**config.mk**
```make
export PLATFORM = sky130hd
export DESIGN_NAME = pb_seq
export DESIGN_NICKNAME = d
export VERILOG_FILES = /design/src/rtl/pb_seq_pkg.sv /design/src/rtl/sync_filter.sv /design/src/rtl/pb_seq.sv
export VERILOG_INCLUDE_DIRS = /design/src /design/src/rtl
export SDC_FILE = /design/constraint.sdc
export NUM_CORES = 1
export LEC_CHECK = 0
export BUFFER_PORTS_ARGS = -buffer_cell sky130_fd_sc_hd__buf_2
export CAP_MARGIN = 30
export CORE_MARGIN = 3
export CORE_UTILIZATION = 60
export DETAILED_ROUTE_END_ITERATION = 8
export PLACE_DENSITY = 0.88
export SLEW_MARGIN = 20
export SYNTH_ARGS = -nofsm -noshare
export SYNTH_HDL_FRONTEND = slang
export SYNTH_SLANG_ARGS = --single-unit
```
**constraint.sdc**
```tcl
create_clock -name clk_sys_i -period 2.5 [get_ports clk_sys_i]
set_input_delay 0.5 -clock clk_sys_i [delete_from_list [all_inputs] [get_ports clk_sys_i]]
set_output_delay 0.5 -clock clk_sys_i [all_outputs]
set_load 0.005 [all_outputs]
```
**src/rtl/pb_seq_defines.svh**
```systemverilog
// timing constants and notes for the pushbutton power sequencer
// Notes on behaviour
// - in run or ramp-up states, button low 50 ms drives status low
// - status low holds at least its minimum pulse width, 50 ms
// - in run state, status releases about 900 us after button returns high
// - from off or hard reset, button low 400 ms enters ramp-up
// - from run or ramp-up, button low 5 s enters ramp-down, then hard reset
// - from off or hard reset, bus power present 100 ms enters ramp-up
// - in off with both enables low, raising either enables run after 900 us
// - buck turns off about 1 us after its enable falls
// - linear regulator turns off about 1 us after its enable falls
// - ramp-up lasts a fixed 5 s
// - ramp-down lasts a fixed 1 s
// - from off or hard reset, a press or bus power enables both regulators
// - order select picks which regulator starts first; second follows near regulation
// - in run or ramp-up states, status is a debounced buffered copy of the button input
`ifndef PB_SEQ_DEFINES_SVH
`define PB_SEQ_DEFINES_SVH
`define CLK_HZ 100000000
`define TICK_US 1
`define TICK_CYC (`CLK_HZ / 1000000 * `TICK_US)
`define T_STAT_LOW_MS 50
`define T_STAT_PW_MS 50
`define T_STAT_REL_US 900
`define T_PUP_PRESS_MS 400
`define T_HR_MS 5000
`define T_BUS_MS 100
`define T_RUN_UP_US 900
`define T_DIS_US 1
`define T_RAMPUP_MS 5000
`define T_RAMPDN_MS 1000
`define MS_TICKS(ms) ((ms) * 1000 / `TICK_US)
`define US_TICKS(us) ((us) / `TICK_US)
`endif

```
**src/rtl/pb_seq_pkg.sv**
```systemverilog
// types of the pushbutton power sequencer
package pb_seq_pkg;
   typedef enum logic [5:0] {
      off_state = 6'h01,
      hard_reset_state = 6'h02,
      rampup_state_a = 6'h04,
      rampup_state_b = 6'h08,
      run_state = 6'h10,
      rampdown_state_a = 6'h20
   } seq_state_type;
endpackage

```
**src/rtl/sync_filter.sv**
```systemverilog
// two-flop synchroniser with a fixed-delay falling edge filter
module sync_filter #(
   parameter int DELAY = 1
) (
   input wire logic clk_sys_i,
   input wire logic reset_i,
   input wire logic tick_i,
   input wire logic async_i,
   output logic sync_o,
   output logic slow_o
);
   typedef struct packed {
      logic s1;
      logic s2;
      logic slow;
      logic [15:0] cnt;
   } sf_type;
   sf_type st_reg;
   sf_type st_next;
   if (DELAY < 1 || DELAY > 65535) begin : bad_delay
      $error("sync_filter DELAY out of range");
   end
   always_comb begin
      st_next = st_reg;
      st_next.s1 = async_i;
      st_next.s2 = st_reg.s1;
      if (st_reg.s2) begin
         st_next.slow = 1'b1;
         st_next.cnt = 16'h0000;
      end else if (st_reg.slow && tick_i) begin
         // fall seen only after the delay, rising is immediate
         if (st_reg.cnt >= 16'(DELAY - 1)) begin
            st_next.slow = 1'b0;
         end else begin
            st_next.cnt = st_reg.cnt + 16'h0001;
         end
      end
   end
   always_ff @(posedge clk_sys_i) begin
      if (reset_i) begin
         st_reg <= '0;
      end else begin
         st_reg <= st_next;
      end
   end
   assign sync_o = st_reg.s2;
   assign slow_o = st_reg.slow;
endmodule // sync_filter

```
**src/rtl/pb_seq.sv**
```systemverilog
// pushbutton power sequencer core
`include "pb_seq_defines.svh"
module pb_seq #(
   parameter int TICK_CYC = `TICK_CYC,
   parameter int PRESS_HR = `MS_TICKS(`T_HR_MS),
   parameter int RAMPUP = `MS_TICKS(`T_RAMPUP_MS),
   parameter int RAMPDN = `MS_TICKS(`T_RAMPDN_MS),
   parameter int PRESS_PUP = `MS_TICKS(`T_PUP_PRESS_MS),
   parameter int BUS_DLY = `MS_TICKS(`T_BUS_MS),
   parameter int STAT_LOW = `MS_TICKS(`T_STAT_LOW_MS),
   parameter int STAT_PW = `MS_TICKS(`T_STAT_PW_MS),
   parameter int STAT_REL = `US_TICKS(`T_STAT_REL_US),
   parameter int RUN_UP = `US_TICKS(`T_RUN_UP_US),
   parameter int DIS_DLY = `US_TICKS(`T_DIS_US)
) (
   input wire logic clk_sys_i,
   input wire logic reset_i,
   input wire logic button_n_i,
   input wire logic bus_power_i,
   input wire logic buck_enable_i,
   input wire logic linear_enable_i,
   input wire logic order_select_i,
   input wire logic buck_good_i,
   input wire logic linear_good_i,
   output logic status_o,
   output logic status_oe_o,
   output logic buck_on_o,
   output logic linear_on_o,
   output logic [5:0] state_o
);
   localparam int CW = 24;
   // the tick divider is 16 bits wide, every duration counter CW bits
   if (TICK_CYC < 1 || TICK_CYC > 65536 || PRESS_HR < 2 || PRESS_HR >= 2 ** CW ||
       RAMPUP >= 2 ** CW || RAMPDN >= 2 ** CW) begin : bad_param
      $error("pb_seq: parameter out of range");
   end
   typedef struct packed {
      pb_seq_pkg::seq_state_type state;
      logic [15:0] tick_cnt;
      logic tick;
      logic [CW-1:0] press_cnt;
      logic [CW-1:0] state_cnt;
      logic [CW-1:0] bus_cnt;
      logic [CW-1:0] stat_cnt;
      logic [CW-1:0] rel_cnt;
      logic status_low;
      logic buck_on;
      logic linear_on;
      logic hr_done;
   } core_type;
   core_type st_reg;
   core_type st_next;
   logic btn_s, bus_s, seq_s, bgood_s, lgood_s, buck_s, lin_s, buck_slow, lin_slow;
   ////////////////////////////////////////////////////////////////////////
   sync_filter #(.DELAY(DIS_DLY)) buck_sf (.clk_sys_i(clk_sys_i), .reset_i(reset_i),
      .tick_i(st_reg.tick), .async_i(buck_enable_i), .sync_o(buck_s), .slow_o(buck_slow));
   sync_filter #(.DELAY(DIS_DLY)) lin_sf (.clk_sys_i(clk_sys_i), .reset_i(reset_i),
      .tick_i(st_reg.tick), .async_i(linear_enable_i), .sync_o(lin_s), .slow_o(lin_slow));
   // button inverted ahead of the flops: their reset level then reads as released
   sync_filter #(.DELAY(1)) btn_sf (.clk_sys_i(clk_sys_i), .reset_i(reset_i),
      .tick_i(st_reg.tick), .async_i(~button_n_i), .sync_o(btn_s), .slow_o());
   sync_filter #(.DELAY(1)) bus_sf (.clk_sys_i(clk_sys_i), .reset_i(reset_i),
      .tick_i(st_reg.tick), .async_i(bus_power_i), .sync_o(bus_s), .slow_o());
   sync_filter #(.DELAY(1)) seq_sf (.clk_sys_i(clk_sys_i), .reset_i(reset_i),
      .tick_i(st_reg.tick), .async_i(order_select_i), .sync_o(seq_s), .slow_o());
   sync_filter #(.DELAY(1)) bg_sf (.clk_sys_i(clk_sys_i), .reset_i(reset_i),
      .tick_i(st_reg.tick), .async_i(buck_good_i), .sync_o(bgood_s), .slow_o());
   sync_filter #(.DELAY(1)) lg_sf (.clk_sys_i(clk_sys_i), .reset_i(reset_i),
      .tick_i(st_reg.tick), .async_i(linear_good_i), .sync_o(lgood_s), .slow_o());
   ////////////////////////////////////////////////////////////////////////
   always_comb begin
      logic pressed;
      logic en_any;
      logic in_up;
      pressed = 1'b0;
      en_any = 1'b0;
      in_up = 1'b0;
      st_next = st_reg;
      st_next.tick = 1'b0;
      // timebase tick
      if (st_reg.tick_cnt >= 16'(TICK_CYC - 1)) begin
         st_next.tick_cnt = 16'h0000;
         st_next.tick = 1'b1;
      end else begin
         st_next.tick_cnt = st_reg.tick_cnt + 16'h0001;
      end
      pressed = btn_s;
      en_any = buck_s | lin_s;
      in_up = (st_reg.state == pb_seq_pkg::rampup_state_a) ||
              (st_reg.state == pb_seq_pkg::rampup_state_b);
      // press duration counter, saturating
      if (!pressed) begin
         st_next.press_cnt = '0;
         st_next.hr_done = 1'b0;
      end else if (st_reg.tick && st_reg.press_cnt != '1) begin
         st_next.press_cnt = st_reg.press_cnt + 1'b1;
      end
      if (!bus_s) begin
         st_next.bus_cnt = '0;
      end else if (st_reg.tick && st_reg.bus_cnt != '1) begin
         st_next.bus_cnt = st_reg.bus_cnt + 1'b1;
      end
      if (st_reg.tick && st_reg.state_cnt != '1) begin
         st_next.state_cnt = st_reg.state_cnt + 1'b1;
      end
      // status output: debounced copy of the button in ramp-up and run states
      if (st_reg.status_low && st_reg.tick && st_reg.stat_cnt != '1) begin
         st_next.stat_cnt = st_reg.stat_cnt + 1'b1;
      end
      if (!st_reg.status_low) begin
         if ((in_up || st_reg.state == pb_seq_pkg::run_state) &&
             st_reg.press_cnt >= CW'(STAT_LOW)) begin
            st_next.status_low = 1'b1;
            st_next.stat_cnt = '0;
         end
      end else if (st_reg.stat_cnt >= CW'(STAT_PW) && !pressed) begin
         // release waits for the pulse width first
         if (st_reg.tick) begin
            st_next.rel_cnt = st_reg.rel_cnt + 1'b1;
         end
         if (st_reg.rel_cnt >= CW'(STAT_REL)) begin
            st_next.status_low = 1'b0;
            st_next.rel_cnt = '0;
         end
      end else begin
         st_next.rel_cnt = '0;
      end
      // regulator enables follow their inputs, dropping after the filter
      if (st_reg.state == pb_seq_pkg::run_state) begin
         st_next.buck_on = buck_slow;
         st_next.linear_on = lin_slow;
      end
      unique case (st_reg.state)
         pb_seq_pkg::off_state, pb_seq_pkg::hard_reset_state: begin
            st_next.buck_on = 1'b0;
            st_next.linear_on = 1'b0;
            if ((st_reg.press_cnt >= CW'(PRESS_PUP) && !st_reg.hr_done) ||
                st_reg.bus_cnt >= CW'(BUS_DLY)) begin
               st_next.state = pb_seq_pkg::rampup_state_a;
               st_next.state_cnt = '0;
               st_next.bus_cnt = '0;
               st_next.press_cnt = '0;
               // first regulator comes on with the state, not a cycle later
               st_next.buck_on = !seq_s;
               st_next.linear_on = seq_s;
            end else if (st_reg.state == pb_seq_pkg::off_state) begin
               // power-on delay from off: time runs only while an enable is high
               if (!en_any) begin
                  st_next.state_cnt = '0;
               end else if (st_reg.state_cnt >= CW'(RUN_UP)) begin
                  st_next.state = pb_seq_pkg::run_state;
                  st_next.buck_on = buck_slow;
                  st_next.linear_on = lin_slow;
               end
            end
         end
         pb_seq_pkg::rampup_state_a: begin
            // first regulator by order select, second after it nears regulation
            st_next.buck_on = !seq_s;
            st_next.linear_on = seq_s;
            if (seq_s ? lgood_s : bgood_s) begin
               st_next.state = pb_seq_pkg::rampup_state_b;
               st_next.buck_on = 1'b1;
               st_next.linear_on = 1'b1;
            end
         end
         pb_seq_pkg::rampup_state_b: begin
            st_next.buck_on = 1'b1;
            st_next.linear_on = 1'b1;
         end
         pb_seq_pkg::run_state: begin
            if (!buck_slow && !lin_slow) begin
               st_next.state = pb_seq_pkg::off_state;
            end
         end
         pb_seq_pkg::rampdown_state_a: begin
            // power-down: regulators held off for a fixed time, then hard reset
            st_next.buck_on = 1'b0;
            st_next.linear_on = 1'b0;
            if (st_reg.state_cnt >= CW'(RAMPDN)) begin
               st_next.state = pb_seq_pkg::hard_reset_state;
            end
         end
      endcase
      if (in_up && st_reg.state_cnt >= CW'(RAMPUP)) begin
         st_next.state = pb_seq_pkg::run_state;
      end
      if ((in_up || st_reg.state == pb_seq_pkg::run_state) && !st_reg.hr_done &&
          st_reg.press_cnt >= CW'(PRESS_HR)) begin
         st_next.state = pb_seq_pkg::rampdown_state_a;
         st_next.state_cnt = '0;
         st_next.hr_done = 1'b1;
         st_next.buck_on = 1'b0;
         st_next.linear_on = 1'b0;
      end
   end
   always_ff @(posedge clk_sys_i) begin
      if (reset_i) begin
         st_reg <= '{state: pb_seq_pkg::off_state, default: '0};
      end else begin
         st_reg <= st_next;
      end
   end
   assign status_o = 1'b0;
   assign status_oe_o = st_reg.status_low;
   assign buck_on_o = st_reg.buck_on;
   assign linear_on_o = st_reg.linear_on;
   assign state_o = st_reg.state;
   ////////////////////////////////////////////////////////////////////////
   stat_hold_a: assert property (@(posedge clk_sys_i) disable iff (reset_i)
      $rose(status_oe_o) |=> status_oe_o [*8]) else $error("status low too short");
   stat_set_a: assert property (@(posedge clk_sys_i) disable iff (reset_i)
      $rose(status_oe_o) |-> $past(st_reg.press_cnt) >= CW'(STAT_LOW))
      else $error("status low without press");
   up_enter_a: assert property (@(posedge clk_sys_i) disable iff (reset_i)
      $rose(state_o == pb_seq_pkg::rampup_state_a) |-> $past(st_reg.press_cnt) >= CW'(PRESS_PUP)
      || $past(st_reg.bus_cnt) >= CW'(BUS_DLY)) else $error("ramp-up without cause");
   hr_enter_a: assert property (@(posedge clk_sys_i) disable iff (reset_i)
      $rose(state_o == pb_seq_pkg::hard_reset_state) |-> !buck_on_o && !linear_on_o)
      else $error("hard reset left regulators on");
   down_enter_a: assert property (@(posedge clk_sys_i) disable iff (reset_i)
      $rose(state_o == pb_seq_pkg::rampdown_state_a) |-> !buck_on_o && !linear_on_o &&
      $past(st_reg.press_cnt) >= CW'(PRESS_HR)) else $error("power-down without long press");
   down_len_a: assert property (@(posedge clk_sys_i) disable iff (reset_i)
      $rose(state_o == pb_seq_pkg::hard_reset_state) |-> $past(state_o) ==
      pb_seq_pkg::rampdown_state_a && $past(st_reg.state_cnt) >= CW'(RAMPDN))
      else $error("power-down cut short");
   first_reg_a: assert property (@(posedge clk_sys_i) disable iff (reset_i)
      state_o == pb_seq_pkg::rampup_state_a && $past(state_o) == pb_seq_pkg::rampup_state_a
      |-> buck_on_o != linear_on_o) else $error("ramp-up order broken");
   both_up_a: assert property (@(posedge clk_sys_i) disable iff (reset_i)
      state_o == pb_seq_pkg::rampup_state_b ##1 state_o == pb_seq_pkg::rampup_state_b
      |-> buck_on_o && linear_on_o) else $error("second regulator not enabled");
   off_regs_a: assert property (@(posedge clk_sys_i) disable iff (reset_i)
      state_o == pb_seq_pkg::off_state ##1 state_o == pb_seq_pkg::off_state
      |-> !buck_on_o && !linear_on_o) else $error("regulator on in off state");
   run_entry_a: assert property (@(posedge clk_sys_i) disable iff (reset_i)
      $rose(state_o == pb_seq_pkg::run_state) |-> $past(st_reg.state_cnt) >= CW'(RUN_UP))
      else $error("run state entered early");
endmodule // pb_seq

```
==> key figures <==
Status
  • Status: completed

CTS
  • Clock Path Buffers: 2
  • Root buffer cell: clkbuf_16
  • Clk sinks: 163
  • # H-tree levels: 4
  • Hold-fix buffers at CTS: 0
  • Worst-skew pair later-pin latency: 0.42 ns
  • Num CTS Buffers: 17
  • CTS clk-pin slew, worst paths: 0.07 ns
  • TritonCTS clock tree: done

Worst setup path
  • Critical path depth in cells: 7
  • Slowest cell on the critical path: or4_1
  • Critical R2R Launch: st_reg[7]
  • R2r worst-path depth: 7
  • Worst path top cell family by delay: simple AND/OR/NAND/NOR gates
  • Crit-path max FO: 9
  • Critical-path cell list: or4_1 -> nor2_1 -> o2111ai_2 -> a211o_4 -> or2_1 -> or3b_1 -> a21oi_1
  • CP endpoint kind: register
  • Crit start category: register
  • Critical path class: register to register
  • Critical Path RT: 2.85 ns
  • Worst Path Arrival: 2.70 ns
  • Slowest stage delay, CP: 0.52 ns
  • Reg2reg end: st_reg[12]
  • R2R Setup Slk: 0.15 ns
  • Worst Path Buf+Inv: 0

Cells and area
  • Nets: 931
  • Max reg flops: 138
  • FF+latch area: 3260 um^2
  • # fillers: 883
  • Share of cells above drive strength 1: 10.2%
  • Multi-input gate area: 4030 um^2
  • Area delta synth->final: 12.4%
  • ANT cells: 0

Synth
  • Synth Flop Type: dfxtp_1
  • Sequential area share after synthesis: 43.4%
  • Count leader, synth: dfxtp_1
  • Seq cells post-synth: 163
  • Fraction of registers with async set/reset: 0%
  • Yosys Warn Count: 0
  • Synth top area share: 43.4%
  • Synth area leader: dfxtp_1
  • Synth area leaders: dfxtp_1, nor2_1, xor2_1, xnor2_1, nand3_1
  • Avg Synthesized Cell Area: 8.53 um^2
  • EDFF count, synth: 0
  • Post-synth design cell area: 7520 um^2
  • Post-synth top cells: dfxtp_1, nor2_1, nand2_1, xor2_1, nand3_1
  • Instance count of the mapped netlist: 881
  • Unique masters post-synth: 66

Placement
  • Routability Congestion: 0.912
  • Worst slack at placement: 0.172 ns
  • Port Buffer Count: 17
  • Detailed-placement wirelength estimate: 10.2 mm

Route
  • DRC Markers: 0
  • DRT Pass-1 Iters: 5
  • DR vias: 6311
  • Vias per cell: 5.78
  • DR WL/cell: 14.3 um
  • Antenna Nets Post-Route: 0
  • Iter 0 DRT Violations: 512
  • WL final: 15.6 mm

Timing
  • Worst Tran Pin Value: 0.684 ns
  • RSZ-0062 raised after global routing: no
  • PnR worst setup slack: 0.149 ns
  • Tmin final: 2.35 ns
  • Setup tns final: 0 ns
  • Pins Over Slew Limit: 0
  • Worst rel slew slack: 54.2%
  • Fmax: 0.425 GHz
  • Final Cycle Share: 94.1%
  • Final setup fails: 0
  • Clock Skew: 0.00896 ns
  • Hold Vio Cnt, Final: 0

Global routing
  • Initial antenna violation count: 0
  • First-pass GRT wire length: 27.2 mm
  • Vias in the first global route: 6062
  • Largest net degree at the start of global routing: 25
  • Grt total ovfl: 0
  • GRT Total Usage: 23.2%

Die
  • Die area: 13900 um^2
  • Initial core utilization: 62.1%
  • DIE HEIGHT: 118 um
  • Die width: 118 um
  • Core area: 12100 um^2
  • Rows: 40
  • I/O pin count: 19

Power
  • Pwr/cell area: 625 nW/um^2
  • P_sw: 1.18 mW
  • Sw Share: 22.4%
  • P_int: 4.10 mW
  • Peak supply drop: 0.480 mV
  • Comb power frac: 4.2%
  • Pwr Total: 5.28 mW
  • Clock share of power: 45.7%
  • Static Leak: 3.11 nW
  • Seq pwr share: 50.1%

Min path
  • Hold Startpoint: button_n_i
  • Cells on Worst Hold Path: 2
  • Hold WC Path Type: input port to register
  • Hold EP: btn_sf.st_next[17]

Flow run
  • MaxCap Viol Count: 0
repair_timing:
action / CTS / global route
buffers inserted: 0 / 0
gates resized for setup: 0 / 4
endpoints found under the hold margin: 0 / 0
setup endpoints to repair: 0 / 6
final cells by class:
| class | instances | area share, % |
|---|---|---|
| Sequential cell | 163 | 38.6 |
| Timing Repair Buffer | 40 | 3.49 |
| Clock buffer | 21 | 5.69 |
| Tap cell | 168 | 2.49 |
| Inverter | 25 | 1.11 |
| Clock inverter | 11 | 0.933 |
| Multi-Input combinational cell | 664 | 47.7 |
logic make-up (layout without fill, tap and decap cells):
| logic type | Yosys count | count (layout) | synth area share, % |
|---|---|---|---|
| AOI/OAI and AO/OA | 103 | 103 | 9.47 |
| xor gates and xnor gates | 97 | 97 | 11.3 |
| adders and majority gates | 11 | 11 | 1.83 |
| buffers and inverters | 63 | 97 | 3.61 |
| DFF | 163 | 163 | 43.4 |
| muxes | 6 | 6 | 0.832 |
| other | 1 | 10 | 0.0499 |
| and+or+nand+nor | 437 | 437 | 29.5 |
power groups by stage:
stage | combinational (mW) | clock [mW] | sequential [mW]
3_5_place_dp | 0.214 | 0 | 2.70
5_1_grt | 0.240 | 2.55 | 2.65
6_report | 0.220 | 2.41 | 2.65
4_1_cts | 0.218 | 2.44 | 2.65
2_1_floorplan | 0.148 | 0 | 2.70
3_3_place_gp | 0.211 | 0 | 2.70
metal layers:
layer | routed length, um | vias to the layer above | track usage, %
li1 | - | 3099 | -
met1 | 6910 | 2968 | 28.6
met2 | 7540 | 204 | 39.2
met3 | 805 | 40 | 5.43
met4 | 369 | 0 | 9.30
met5 | 0 | - | 0
worst max-delay path by stage:
stage,from,end,slack [ns]
after floorplan,state_o[0],st_reg[80],0.31
after global placement,st_reg[16],st_reg[12],0.23
after detailed placement,st_reg[7],st_reg[12],0.17
after CTS,st_reg[7],st_reg[12],0.15
after global routing,st_reg[57],st_reg[65],0.003
final,st_reg[7],st_reg[12],0.15
per-stage QoR:
stage	cells	cell area [um^2]	util (%)	hold slack, ns
2_1_floorplan	890	7550	-	0.414
3_3_place_gp	1060	7880	65.0	0.419
3_5_place_dp	1060	7880	65.0	0.428
4_1_cts	1092	8440	69.7	0.208
5_1_grt	1092	8450	69.8	0.226
6_report	1092	8450	69.8	0.222
placed cells by master, fill, tap and decap left out, types with 3 or more instances in the layout:
cell / n
mux2i_1: 4
inv_1: 25
clkinv_2: 3
o211ai_1: 6
nor4b_1: 3
clkbuf_8: 4
a31oi_1: 6
clkbuf_16: 17
and2_1: 21
nand4_1: 23
or2_2: 6
nor2b_1: 20
ha_1: 11
nor4_1: 16
nand3b_1: 3
xor2_1: 55
dfxtp_1: 162
conb_1: 10
a21oi_1: 35
nand3_1: 47
a221oi_1: 3
buf_4: 20
nor3_1: 24
o21a_1: 4
buf_12: 3
or4_1: 10
xnor2_1: 42
o21bai_1: 4
nor2_1: 145
or3_1: 6
clkinvlp_4: 5
and4_1: 7
buf_2: 17
o21ai_0: 16
and3_1: 34
nand2_1: 57
No activity file was read; power rests on OpenSTA's default activity.
